File: src/hw/pdc_pkg.sv
// constants, register map and state codes of the pci dma channel control block
// assumes a 10 MHz system clock and a 32-bit avalon-mm register slave
// Overview of operation
// - done interrupt requested on data transfer completion only while its enable is one
// - completed transfer with chain flag set fetches next descriptor from chain address
// - chain flag sets only when cpu write or fetch loads nonzero chain address
// - chain flag clears on channel reset or a zero chain address load
// - write of upper chain address half skips zero check, changes no flag
// - writing active one starts; stays clear when count zero and chain clear
// - nonzero chain address write sets active and starts transfer by itself
// - clearing active during a running transfer halts movement at once, return to idle follows after a short delay
// - channel clears active itself on normal end and on error stop
// - byte swap reverses bytes in each 32-bit word, else words pass unchanged
// - size 00 one 32-bit word, 01 one 64-bit, 10 four 64-bit, 11 reserved
// - direction one moves system bus to pci, zero pci to system bus
// - channel reset bit comes up one, holds channel logic reset until cleared
// - done status raised by chain complete with enable or transfer complete with enable
// - no data movement while the transfer count is zero
package pdc_pkg;
  // ***********************************************************
  // register map, byte addresses
  // ***********************************************************
  localparam logic [4:0] OFS_CONFIG = 5'h00;
  localparam logic [4:0] OFS_COUNT = 5'h04;
  localparam logic [4:0] OFS_CHAIN_LO = 5'h08;
  localparam logic [4:0] OFS_CHAIN_HI = 5'h0C;
  localparam logic [4:0] OFS_STATUS = 5'h10;
  localparam logic [4:0] OFS_MASK = 5'h14;
  // ***********************************************************
  // dma_channel_config fields
  // ***********************************************************
  localparam int CFG_RST = 0;
  localparam int CFG_DIR = 1;
  localparam int CFG_SIZE_LO = 2;
  localparam int CFG_SIZE_HI = 3;
  localparam int CFG_SWAP = 4;
  localparam int CFG_ACTIVE = 6;
  localparam int CFG_CHAIN = 7;
  localparam int CFG_XIE = 8;
  localparam int CFG_CIE = 9;
  // ***********************************************************
  // dma_channel_status fields, mask has the same layout
  // ***********************************************************
  localparam int ST_XDONE = 0;
  localparam int ST_CDONE = 1;
  localparam int ST_CABORT = 2;
  localparam int ST_DONEIRQ = 3;
  localparam int ST_W = 4;
  // ***********************************************************
  // transfer size codes and bytes per transaction
  // ***********************************************************
  localparam logic [1:0] SIZE_DW = 2'h0;
  localparam logic [1:0] SIZE_QW = 2'h1;
  localparam logic [1:0] SIZE_BURST = 2'h2;
  localparam int CNT_W = 24;
  localparam logic [CNT_W-1:0] STEP_DW = 24'h000004;
  localparam logic [CNT_W-1:0] STEP_QW = 24'h000008;
  localparam logic [CNT_W-1:0] STEP_BURST = 24'h000020;
  localparam logic [CNT_W-1:0] CNT_MASK = 24'hFFFFFC;
  // ***********************************************************
  // halt delay after software drops active
  // ***********************************************************
  localparam int CLK_NS = 100;
  localparam int HALT_NS = 300;
  localparam int HALT_CYC_I = (HALT_NS / CLK_NS < 1) ? 1 : HALT_NS / CLK_NS;
  localparam logic [2:0] HALT_CYC = 3'(HALT_CYC_I);
  typedef enum logic [3:0] {
    ST_IDLE = 4'h1,
    ST_MOVE = 4'h2,
    ST_HALT = 4'h4,
    ST_FETCH = 4'h8
  } pdc_state_t;
endpackage

File: src/hw/pdc_channel.sv
// pci dma channel control: config bits 9..0, count, chain address, irq status
// assumes a word mover outside that takes beats and a descriptor reader
//
// Design decisions made here: the Avalon-MM register port and the address map.
`timescale 1ns/1ps
module pdc_channel
  import pdc_pkg::*;
(
  input wire logic clk_sys_in,
  input wire logic rst_in,
  input wire logic [4:0] avs_address_in,
  input wire logic avs_read_in,
  input wire logic avs_write_in,
  input wire logic [31:0] avs_writedata_in,
  input wire logic [3:0] avs_byteenable_in,
  output logic [31:0] avs_readdata_out,
  output logic avs_waitrequest_out,
  output logic irq_out,
  output logic move_req_out,
  output logic xfer_direction_out,
  output logic [1:0] xfer_size_sel_out,
  input wire logic beat_ack_in,
  input wire logic [31:0] beat_data_in,
  output logic [31:0] beat_data_out,
  output logic beat_valid_out,
  input wire logic err_in,
  output logic desc_req_out,
  output logic [63:0] desc_addr_out,
  input wire logic desc_valid_in,
  input wire logic [CNT_W-1:0] desc_count_in,
  input wire logic [63:0] desc_next_in
);
  // ***********************************************************
  // registers
  // ***********************************************************
  pdc_state_t state_ff, nxt_state;
  logic acc_ff;
  logic [31:0] rdata_ff;
  logic channel_reset_bit_ff, xfer_direction_ff, word_byte_swap_ff;
  logic [1:0] xfer_size_sel_ff;
  logic xfer_active_ff, chain_follow_flag_ff;
  logic xfer_done_irq_en_ff, chain_done_irq_en_ff;
  logic [CNT_W-1:0] count_ff;
  logic [31:0] chain_lo_ff, chain_hi_ff;
  logic [ST_W-2:0] status_ff;
  logic [ST_W-1:0] mask_ff;
  logic [2:0] halt_cnt_ff;
  logic fetched_ff;
  logic [31:0] beat_data_ff;
  logic beat_valid_ff;

  function automatic logic [31:0] be_merge(input logic [31:0] old, input logic [31:0] wd,
                                           input logic [3:0] be);
    logic [31:0] res;
    res = old;
    for (int i = 0; i < 4; i++)
    begin
      if (be[i])
      begin
        res[i*8 +: 8] = wd[i*8 +: 8];
      end
    end
    return res;
  endfunction

  // ***********************************************************
  // avalon slave: one wait cycle, write lands at the release edge
  // ***********************************************************
  logic req, wr_fire, wr_cfg, wr_cnt, wr_lo, wr_hi, wr_stat, wr_mask;
  logic [31:0] cfg_word, stat_word, cfg_new, lo_new, cnt_new;
  logic done_irq_status;
  assign req = avs_read_in | avs_write_in;
  assign avs_waitrequest_out = req & ~acc_ff;
  assign wr_fire = avs_write_in & acc_ff;
  assign wr_cfg = wr_fire && avs_address_in == OFS_CONFIG;
  assign wr_cnt = wr_fire && avs_address_in == OFS_COUNT;
  assign wr_lo = wr_fire && avs_address_in == OFS_CHAIN_LO;
  assign wr_hi = wr_fire && avs_address_in == OFS_CHAIN_HI;
  assign wr_stat = wr_fire && avs_address_in == OFS_STATUS;
  assign wr_mask = wr_fire && avs_address_in == OFS_MASK;
  assign cfg_new = be_merge(cfg_word, avs_writedata_in, avs_byteenable_in);
  assign lo_new = be_merge(chain_lo_ff, avs_writedata_in, avs_byteenable_in);
  assign cnt_new = be_merge({8'h00, count_ff}, avs_writedata_in, avs_byteenable_in);
  assign done_irq_status = (status_ff[ST_CDONE] & chain_done_irq_en_ff)
                         | (status_ff[ST_XDONE] & xfer_done_irq_en_ff);
  always_comb
  begin
    cfg_word = '0;
    cfg_word[CFG_RST] = channel_reset_bit_ff;
    cfg_word[CFG_DIR] = xfer_direction_ff;
    cfg_word[CFG_SIZE_HI:CFG_SIZE_LO] = xfer_size_sel_ff;
    cfg_word[CFG_SWAP] = word_byte_swap_ff;
    cfg_word[CFG_ACTIVE] = xfer_active_ff;
    cfg_word[CFG_CHAIN] = chain_follow_flag_ff;
    cfg_word[CFG_XIE] = xfer_done_irq_en_ff;
    cfg_word[CFG_CIE] = chain_done_irq_en_ff;
    stat_word = {28'h0000000, done_irq_status, status_ff};
  end

  always_ff @(posedge clk_sys_in or posedge rst_in)
  begin
    if (rst_in)
    begin
      acc_ff <= 1'b0;
      rdata_ff <= 32'h00000000;
    end
    else
    begin
      acc_ff <= req & ~acc_ff;
      if (avs_read_in && !acc_ff)
      begin
        case (avs_address_in)
          OFS_CONFIG: rdata_ff <= cfg_word;
          OFS_COUNT: rdata_ff <= {8'h00, count_ff};
          OFS_CHAIN_LO: rdata_ff <= chain_lo_ff;
          OFS_CHAIN_HI: rdata_ff <= chain_hi_ff;
          OFS_STATUS: rdata_ff <= stat_word;
          OFS_MASK: rdata_ff <= {28'h0000000, mask_ff};
          default: rdata_ff <= 32'h00000000;
        endcase
      end
    end
  end
  assign avs_readdata_out = rdata_ff;

  // ***********************************************************
  // transfer engine decode
  // ***********************************************************
  logic [CNT_W-1:0] step;
  logic last_beat, size_bad, abort_evt, done_evt, start_ok;
  always_comb
  begin
    case (xfer_size_sel_ff)
      SIZE_DW: step = STEP_DW;
      SIZE_QW: step = STEP_QW;
      SIZE_BURST: step = STEP_BURST;
      default: step = STEP_DW;
    endcase
  end
  assign size_bad = xfer_size_sel_ff != SIZE_DW && xfer_size_sel_ff != SIZE_QW
                    && xfer_size_sel_ff != SIZE_BURST;
  assign last_beat = beat_ack_in && count_ff <= step;
  assign abort_evt = ((state_ff == ST_MOVE && xfer_active_ff) || state_ff == ST_FETCH)
                     && (err_in || (state_ff == ST_MOVE && size_bad));
  assign done_evt = !abort_evt && xfer_active_ff
                    && ((state_ff == ST_MOVE && last_beat && !chain_follow_flag_ff)
                     || (state_ff == ST_FETCH && desc_valid_in && desc_count_in == '0
                         && desc_next_in == 64'h0));
  assign start_ok = count_ff != '0 || chain_follow_flag_ff;

  always_comb
  begin
    nxt_state = state_ff;
    case (state_ff)
      ST_IDLE:
      begin
        if (xfer_active_ff)
        begin
          nxt_state = (count_ff != '0) ? ST_MOVE : ST_FETCH;
        end
      end
      ST_MOVE:
      begin
        if (!xfer_active_ff)
        begin
          nxt_state = ST_HALT;
        end
        else if (abort_evt || done_evt)
        begin
          nxt_state = ST_IDLE;
        end
        else if (last_beat)
        begin
          nxt_state = ST_FETCH;
        end
      end
      ST_HALT:
      begin
        if (halt_cnt_ff == HALT_CYC)
        begin
          nxt_state = ST_IDLE;
        end
      end
      ST_FETCH:
      begin
        if (abort_evt || done_evt)
        begin
          nxt_state = ST_IDLE;
        end
        else if (desc_valid_in)
        begin
          nxt_state = (desc_count_in != '0) ? ST_MOVE : ST_FETCH;
        end
      end
      default: nxt_state = ST_IDLE;
    endcase
  end

  // channel reset holds every state machine idle
  always_ff @(posedge clk_sys_in or posedge rst_in)
  begin
    if (rst_in)
    begin
      state_ff <= ST_IDLE;
      halt_cnt_ff <= 3'h0;
      fetched_ff <= 1'b0;
    end
    else if (channel_reset_bit_ff)
    begin
      state_ff <= ST_IDLE;
      halt_cnt_ff <= 3'h0;
      fetched_ff <= 1'b0;
    end
    else
    begin
      state_ff <= nxt_state;
      halt_cnt_ff <= (state_ff == ST_HALT) ? halt_cnt_ff + 3'h1 : 3'h0;
      if (state_ff == ST_IDLE)
      begin
        fetched_ff <= 1'b0;
      end
      else if (state_ff == ST_FETCH && desc_valid_in)
      begin
        fetched_ff <= 1'b1;
      end
    end
  end

  // ***********************************************************
  // control register bits
  // ***********************************************************
  always_ff @(posedge clk_sys_in or posedge rst_in)
  begin
    if (rst_in)
    begin
      channel_reset_bit_ff <= 1'b1;
      xfer_direction_ff <= 1'b0;
      xfer_size_sel_ff <= 2'h0;
      word_byte_swap_ff <= 1'b0;
      xfer_done_irq_en_ff <= 1'b0;
      chain_done_irq_en_ff <= 1'b0;
    end
    else if (wr_cfg)
    begin
      channel_reset_bit_ff <= cfg_new[CFG_RST];
      xfer_direction_ff <= cfg_new[CFG_DIR];
      xfer_size_sel_ff <= cfg_new[CFG_SIZE_HI:CFG_SIZE_LO];
      word_byte_swap_ff <= cfg_new[CFG_SWAP];
      xfer_done_irq_en_ff <= cfg_new[CFG_XIE];
      chain_done_irq_en_ff <= cfg_new[CFG_CIE];
    end
  end

  // transfer active: software start, address start, hardware clear
  always_ff @(posedge clk_sys_in or posedge rst_in)
  begin
    if (rst_in)
    begin
      xfer_active_ff <= 1'b0;
    end
    else if (channel_reset_bit_ff)
    begin
      xfer_active_ff <= 1'b0;
    end
    else if (wr_lo && {chain_hi_ff, lo_new} != 64'h0)
    begin
      xfer_active_ff <= 1'b1;
    end
    else if (wr_cfg && cfg_new[CFG_ACTIVE])
    begin
      xfer_active_ff <= start_ok;
    end
    else if (wr_cfg)
    begin
      xfer_active_ff <= 1'b0;
    end
    else if (abort_evt || done_evt)
    begin
      xfer_active_ff <= 1'b0;
    end
  end

  always_ff @(posedge clk_sys_in or posedge rst_in)
  begin
    if (rst_in)
    begin
      chain_follow_flag_ff <= 1'b0;
    end
    else if (channel_reset_bit_ff)
    begin
      chain_follow_flag_ff <= 1'b0;
    end
    else if (wr_lo)
    begin
      chain_follow_flag_ff <= {chain_hi_ff, lo_new} != 64'h0;
    end
    else if (state_ff == ST_FETCH && desc_valid_in)
    begin
      chain_follow_flag_ff <= desc_next_in != 64'h0;
    end
  end

  // address and count keep their value across reset of the channel
  always_ff @(posedge clk_sys_in or posedge rst_in)
  begin
    if (rst_in)
    begin
      chain_lo_ff <= 32'h00000000;
      chain_hi_ff <= 32'h00000000;
      count_ff <= '0;
    end
    else
    begin
      if (wr_lo)
      begin
        chain_lo_ff <= lo_new;
      end
      else if (state_ff == ST_FETCH && desc_valid_in)
      begin
        chain_lo_ff <= desc_next_in[31:0];
      end
      if (wr_hi)
      begin
        chain_hi_ff <= be_merge(chain_hi_ff, avs_writedata_in, avs_byteenable_in);
      end
      else if (state_ff == ST_FETCH && desc_valid_in)
      begin
        chain_hi_ff <= desc_next_in[63:32];
      end
      if (wr_cnt)
      begin
        count_ff <= cnt_new[CNT_W-1:0] & CNT_MASK;
      end
      else if (state_ff == ST_FETCH && desc_valid_in)
      begin
        count_ff <= desc_count_in & CNT_MASK;
      end
      else if (state_ff == ST_MOVE && xfer_active_ff && beat_ack_in)
      begin
        count_ff <= last_beat ? '0 : count_ff - step;
      end
    end
  end

  // ***********************************************************
  // data path
  // ***********************************************************
  always_ff @(posedge clk_sys_in or posedge rst_in)
  begin
    if (rst_in)
    begin
      beat_data_ff <= 32'h00000000;
      beat_valid_ff <= 1'b0;
    end
    else
    begin
      // beats taken only while counted, so a halting channel passes none on
      beat_valid_ff <= state_ff == ST_MOVE && xfer_active_ff && beat_ack_in;
      if (state_ff == ST_MOVE && xfer_active_ff && beat_ack_in)
      begin
        beat_data_ff <= word_byte_swap_ff ? {beat_data_in[7:0], beat_data_in[15:8],
                        beat_data_in[23:16], beat_data_in[31:24]} : beat_data_in;
      end
    end
  end
  assign beat_data_out = beat_data_ff;
  assign beat_valid_out = beat_valid_ff;
  assign move_req_out = state_ff == ST_MOVE && xfer_active_ff;
  assign xfer_direction_out = xfer_direction_ff;
  assign xfer_size_sel_out = xfer_size_sel_ff;
  assign desc_req_out = state_ff == ST_FETCH;
  assign desc_addr_out = {chain_hi_ff, chain_lo_ff};

  // ***********************************************************
  // sticky status, mask and interrupt
  // ***********************************************************
  logic [ST_W-2:0] stat_set;
  always_comb
  begin
    stat_set = '0;
    stat_set[ST_XDONE] = !abort_evt && state_ff == ST_MOVE && xfer_active_ff && last_beat;
    stat_set[ST_CDONE] = done_evt && fetched_ff;
    stat_set[ST_CABORT] = abort_evt;
  end
  // set wins over a simultaneous write-one clear
  always_ff @(posedge clk_sys_in or posedge rst_in)
  begin
    if (rst_in)
    begin
      status_ff <= '0;
      mask_ff <= '0;
    end
    else
    begin
      status_ff <= (status_ff & ~(wr_stat ? avs_writedata_in[ST_W-2:0] : '0)) | stat_set;
      if (wr_mask)
      begin
        mask_ff <= avs_writedata_in[ST_W-1:0];
      end
    end
  end
  assign irq_out = |({done_irq_status, status_ff} & mask_ff);
endmodule // pdc_channel

File: config.mk
export PLATFORM = sky130hd
export DESIGN_NAME = pdc_channel
export DESIGN_NICKNAME = d
export VERILOG_FILES = /design/src/hw/pdc_pkg.sv /design/src/hw/pdc_channel.sv
export SDC_FILE = /design/constraint.sdc
export NUM_CORES = 1
export LEC_CHECK = 0
export BUFFER_PORTS_ARGS = -buffer_cell sky130_fd_sc_hd__buf_4
export CAP_MARGIN = 30
export CORE_MARGIN = 8
export CORE_UTILIZATION = 52
export DETAILED_ROUTE_END_ITERATION = 8
export PLACE_DENSITY = 0.78
export SETUP_SLACK_MARGIN = 0.2
export SLEW_MARGIN = 20
export SYNTH_ARGS = -nofsm -noshare
export SYNTH_HDL_FRONTEND = slang
export SYNTH_SLANG_ARGS = --single-unit
File: constraint.sdc
create_clock -name clk_sys_in -period 6.25 [get_ports clk_sys_in]
set_input_delay 0.9375 -clock clk_sys_in [delete_from_list [all_inputs] [get_ports clk_sys_in]]
set_output_delay 0.9375 -clock clk_sys_in [all_outputs]
set_load 0.1 [all_outputs]
[Word-level counts from Yosys, hierarchy flattened]
Cells that the tools add are included.
Word-level totals
  bits in registers: 178
  bits of input ports: 168
  output and inout port bits: 136
  logic and storage cells: 171
Cells by class
  order comparisons: 1
  eq/ne operators: 25
  multiplexer cells: 46
  add/subtract/negate cells: 2
  bitwise gates (word level): 11
  reduce and logical (&&, ||, !) cells: 60
Operators by type and width (number)
  32-bit one-hot mux with 6 select lines: 1
  32-bit 2-to-1 mux: 5
  64-bit nonzero test: 2
  24-bit 2-to-1 mux: 4
  8-bit 2-to-1 mux: 9
  64-bit zero test: 1
  24-bit nonzero test: 2
  4-bit 2-to-1 mux: 10
  1-bit logical AND: 27
  24-bit less-or-equal comparator: 1
  24-bit zero test: 1
  24-bit subtractor: 1
  2-bit AND reduction: 9
  2-bit != test, second input constant: 8
  4-bit one-hot mux with 4 select lines: 1
  6-bit one-hot mux with 2 select lines: 1
  1-bit 2-to-1 mux: 11
  5-bit by 4-bit equality test with 1-bit output, second input constant: 2
  5-bit equality test, second input constant: 2
  3-bit 2-to-1 mux: 3
  3-bit nonzero test: 3
  7-bit 2-to-1 mux: 1
  3-bit != test, second input constant: 2
  2-bit nonzero test: 3
  other kinds (25): 35

[Longest topological paths before layout]
  depth after elaboration: 15
  gate-level depth with buffers: 13
  depth with buffers taken out: 11

[Worst setup path before layout]
No wires, ideal clock.
  kind: flip-flop to flip-flop
  start point: register state_ff[1]
  end point: register count_ff[19]
  clock period less this slack: 5.402 ns
  setup time: 0.128 ns
  slack: 0.848 ns
  buffers on the path: 0
  arrival: 5.274 ns
  cell stages (with the launch flop): 7
  data required time: 6.122 ns
  path through: dfrtp_1 > nor4b_1 > nand2_1 > nand3_1 > o21ai_0 > a222oi_1 > nand2_1
On the way
  elaborated cells on any way between the ends: 9
  classes of those cells: eq/ne: 2; mux: 2; reduce/logical: 5
RTL lines
  start: declaration: RTL line pdc_channel.sv:36  | pdc_state_t state_ff, nxt_state;
  start signal: assignment: RTL line pdc_channel.sv:216  | state_ff <= nxt_state;
  4-bit equality test *
  named net desc_req_out: RTL line pdc_channel.sv:27  | output logic desc_req_out,
  1-bit logical AND *: RTL line pdc_channel.sv:334  | else if (state_ff == ST_FETCH && desc_valid_in)
  3-bit nonzero test (no line) or 24-bit 2-to-1 mux (tied branches)
  2-bit AND reduction (no line) or 24-bit 2-to-1 mux (tied branches)
  end signal: assignment: RTL line pdc_channel.sv:332  | count_ff <= cnt_new[CNT_W-1:0] & CNT_MASK;
  end signal: assignment: RTL line pdc_channel.sv:336  | count_ff <= desc_count_in & CNT_MASK;
  end signal: assignment: RTL line pdc_channel.sv:340  | count_ff <= last_beat ? '0 : count_ff - step;
  end: declaration: RTL line pdc_channel.sv:43  | logic [CNT_W-1:0] count_ff;
The timed path passes the listed nets; every way through them passes the cells marked *.
A chain may end at the register's enable or synchronous reset.

[Final worst setup path]
  start point: register xfer_size_sel_ff[0], in the netlist xfer_size_sel_out[0]
  end point: register count_ff[12]
On the way
  cells in the longest elaborated chain, start to end: 8
  elaborated cells on any way between the ends: 10
  classes of those cells: add/sub: 1; order compare: 1; eq/ne: 2; mux: 5; reduce/logical: 1
Ends and longest elaborated chain
  start: declaration: RTL line pdc_channel.sv:40  | logic [1:0] xfer_size_sel_ff;
  start signal: assignment: RTL line pdc_channel.sv:247  | xfer_size_sel_ff <= cfg_new[CFG_SIZE_HI:CFG_SIZE_LO];
  2-bit equality test or 2-bit by 1-bit equality test with 1-bit output (tied branches): RTL line pdc_channel.sv:133  | case (xfer_size_sel_ff)
  6-bit one-hot mux with 2 select lines *: RTL line pdc_channel.sv:133
  24-bit less-or-equal comparator: RTL line pdc_channel.sv:142  | assign last_beat = beat_ack_in && count_ff <= step;
  1-bit logical AND: RTL line pdc_channel.sv:142
  24-bit 2-to-1 mux *: RTL line pdc_channel.sv:340
  24-bit 2-to-1 mux *: RTL line pdc_channel.sv:338  | else if (state_ff == ST_MOVE && xfer_active_ff && beat_ack_in)
  24-bit 2-to-1 mux *: RTL line pdc_channel.sv:334
  24-bit 2-to-1 mux *: RTL line pdc_channel.sv:330  | if (wr_cnt)
Every way passes the cells marked *; elsewhere a longest branch is shown, timed or not. The select of a mux whose other input is x is not followed.

==> summary.md <==
| Metric | Value |
|---|---|
| Outcome | finished, final reports clean |
| CP max-delay cell | a2111oi_4 |
| Post-synth top area share | 45.6% |
| Crit-path cells | inv_1 > ha_1 > ha_1 > inv_1 > fa_1 > o21a_1 > or2_2 > a2111oi_4 > or2_1 > o21ai_2 > a221o_1 |
| Width of the die | 151 um |
| Die outline area | 23000 um2 |
| Cell Pwr Density | 374 nW/um2 |
| ANT nets after route | 0 |
| Worst Setup SP | xfer_size_sel_out[0] |
| Static leakage | 0.00579 uW |
| Worst Skew | 11.3 ps |
| Row cnt | 49 |
| First-pass GRT wire length | ~58000 um |
| Initial Util | ~53% |
| Crit path kind | flip-flop to flip-flop |
| N_diodes | 0 |
| Worst hold margin | 449 ps |
| Layout area overhead | 32.0% |
| Top cells by area, synth | dfrtp_1, nor2_1, o22ai_1 |
| Max Buffers Root-to-Sink | 2 |
| Ys async rst share | 100% |
| F_max | 286 MHz |
| Crit path to | count_ff[12] |
| Synth unique cells | 64 |
| Clock sinks | 176 |
| DRC Markers | 0 |
| Fin crit share | around 56% |
| GRT overflow | 0 |
| DPL Wire Length | between 30000 and 40000 um |
| Final Hold Vio Count | 0 |
| CTS tree | built |
| Initial antenna violation count | 0 |
| Routed via count | 10.2k |
| Register-to-Register Path Depth | 11 |
| Fillers | approximately 1.5k |
| Num ports | 304 |
| Yosys warns | 0 |
| DR vias/cell | 6.42 |
| Largest net degree at the start of global routing | 69 |
| Predominant post-synthesis flop cell | dfrtp_1 |
| Post-Syn Area | 9550 um2 |
| Worst EP required | roughly 6600 ps |
| Register area | around 4400 um2 |
| Least-Margin Pin Slew | 889 ps |
| Startpoint types | flip-flop |
| Clk Latency, worst-skew pair | 430 ps |
| Post-cts resize count | 0 |
| Post-synthesis net count | ~1.2k |
| Max stage delay on crit path | 510 ps |
| Slew Limit Fails | 0 |
| Relative slew slack | 40.7% |
| Global Route Usage Sum | between 30% and 40% |
| Clock slew at reported path FFs | 70 ps |
| Number of buffers created by CTS | 17 |
| Nets | between 1.5k and 2k |
| CTS root buf | clkbuf_16 |
| Mean Syn Cell Area | ~9 um2 |
| Seq/Total Area, Yosys | 46.2% |
| HP Class | flip-flop to flip-flop |
| Final count of negative-setup-slack endpoints | 0 |
| Final WL | 38500 um |
| Unrepaired setup endpoints after global routing | false |
| Layout cells sized above 1 | around 29% |
| Multi-input logic area | 4850 um2 |
| Post-synth EDFFs | 0 |
| Synth Instances | 1063 |
| Setup_tns | 0 ps |
| Synth Register Bits | 176 |
| Max-cap viol count | 0 |
| DR pass1 iterations | 6 |
| Vias in the first global route | 10.1k |
| Die span in y | 151 um |
| Cells on Worst Hold Path | 1 |
| Setup bufs post-CTS | 0 |
| Worst vdd ir | 306 uV |
| Input/output buffers | 303 |
| Post-CTS Hold Buffers | 0 |
| Final worst path period need | 3500 ps |
| Cell taking the most area after synthesis | dfrtp_1 |
| Start of the worst register-to-register path | xfer_size_sel_out[0] |
| Setup slack, reg-to-reg | between 2000 and 3000 ps |
| GP Congestion | about 0.97 |
| Core ar. | 18000 um2 |
| DR iter-0 viols | 1085 |
| Crit end category | flip-flop |
| Crit-path max FO | 9 |
| WP data arrival | 3810 ps |
| Average wire per standard cell | 24.3 um |
| H-Tree Level Count | 4 |
| R2r endpoint | count_ff[12] |
-- critical path: cells and delay by family (launching register included) --
family | cells | cell delay, ps
AO/OA/AOI/OAI | 4 | 1140
adder cells (fa/ha/maj) | 3 | 880
AND/OR/NAND/NOR | 2 | 800
flip-flops | 1 | 440
buffers and inverters | 2 | 130
-- where the power goes --
part,internal (uW),total [uW],switching [uW],leakage (uW)
Clock,612,1080,469,0.000283
Sequential,1330,1610,280,0.00234
Combinational,517,2030,1510,0.00316
-- cell type report --
cell class	count	share of cell area (%)
flip-flops and latches	176	35.0
inverters	15	0.486
repair buffers	316	19.1
clock inverters	12	1.05
clock buffers	20	3.62
multi-input cells	816	38.4
well taps	229	2.27
-- layout by cell type, fill, tap and decap left out, types with 8 or more instances in the layout --
cell type    n
dfrtp_1    173
inv_1       14
o21ai_0     89
clkbuf_16   17
nor4_1      48
mux2_2      27
o22ai_1     72
a21oi_1     30
o21a_1      13
mux2i_1     39
a22oi_1     37
nand3_1     13
nand2_1    119
nor2_1     164
and2_1       8
buf_4      310
and3_1      11
ha_1         8
nand4_1     11
nor3_1      20
-- routing by layer --
| layer | track usage [%] | wire length [um] | vias to the layer above |
|---|---|---|---|
| li1 | - | - | 4495 |
| met1 | 41.2 | 14100 | 4821 |
| met2 | 52.0 | 17500 | 723 |
| met3 | 10.2 | 5110 | 129 |
| met4 | 16.1 | 1750 | 0 |
| met5 | 0 | 0 | - |
-- synthesized netlist by cell type, drive strengths merged (15+ instances only) --
| cell | count |
|---|---|
| a21oi | 30 |
| a22oi | 37 |
| clkbuf | 47 |
| dfrtp | 174 |
| inv | 15 |
| mux2 | 27 |
| mux2i | 39 |
| nand2 | 119 |
| nor2 | 164 |
| nor3 | 21 |
| nor4 | 48 |
| o21ai | 90 |
| o22ai | 72 |
-- flip-flops by register name, indices dropped and copies added (netlist names), 2 cells and up --
| register | flops |
|---|---|
| avs_readdata_out | 32 |
| beat_data_out | 32 |
| chain_hi_ff | 32 |
| chain_lo_ff | 32 |
| count_ff | 22 |
| halt_cnt_ff | 3 |
| mask_ff | 4 |
| state_ff | 4 |
| status_ff | 3 |
| xfer_size_sel_out | 2 |
-- through the flow --
step           setup slack (ps)  cell area [um2]  power (uW)  utilization, %  cells
2_1_floorplan               542             9550        3030               -   1063
3_3_place_gp               2750            11900        3610            66.4   1546
3_5_place_dp               2690            12000        3630            66.7   1550
4_1_cts                    2820            12600        4700            70.0   1582
5_1_grt                    2620            12600        4890            70.2   1584
6_report                   2750            12600        4720            70.2   1584
-- cell families after synthesis --
group                    synth area share (%)
AO/OA/AOI/OAI                            20.1
adder cells (fa/ha/maj)                  1.26
multiplexers                             7.27
AND/OR/NAND/NOR                          21.7
buffers and inverters                    3.13
XOR/XNOR                                0.367
flip-flops                               46.2
-- worst min path at each step --
stage	from	endpoint	slack, ps
3_3_place_gp	halt_cnt_ff[0]	halt_cnt_ff[0]	420
3_5_place_dp	halt_cnt_ff[0]	halt_cnt_ff[0]	440
6_report	halt_cnt_ff[0]	halt_cnt_ff[0]	450
4_1_cts	halt_cnt_ff[0]	halt_cnt_ff[0]	450
2_1_floorplan	halt_cnt_ff[0]	halt_cnt_ff[0]	410
5_1_grt	halt_cnt_ff[0]	halt_cnt_ff[0]	480
No activity file was read; power rests on OpenSTA's default activity.
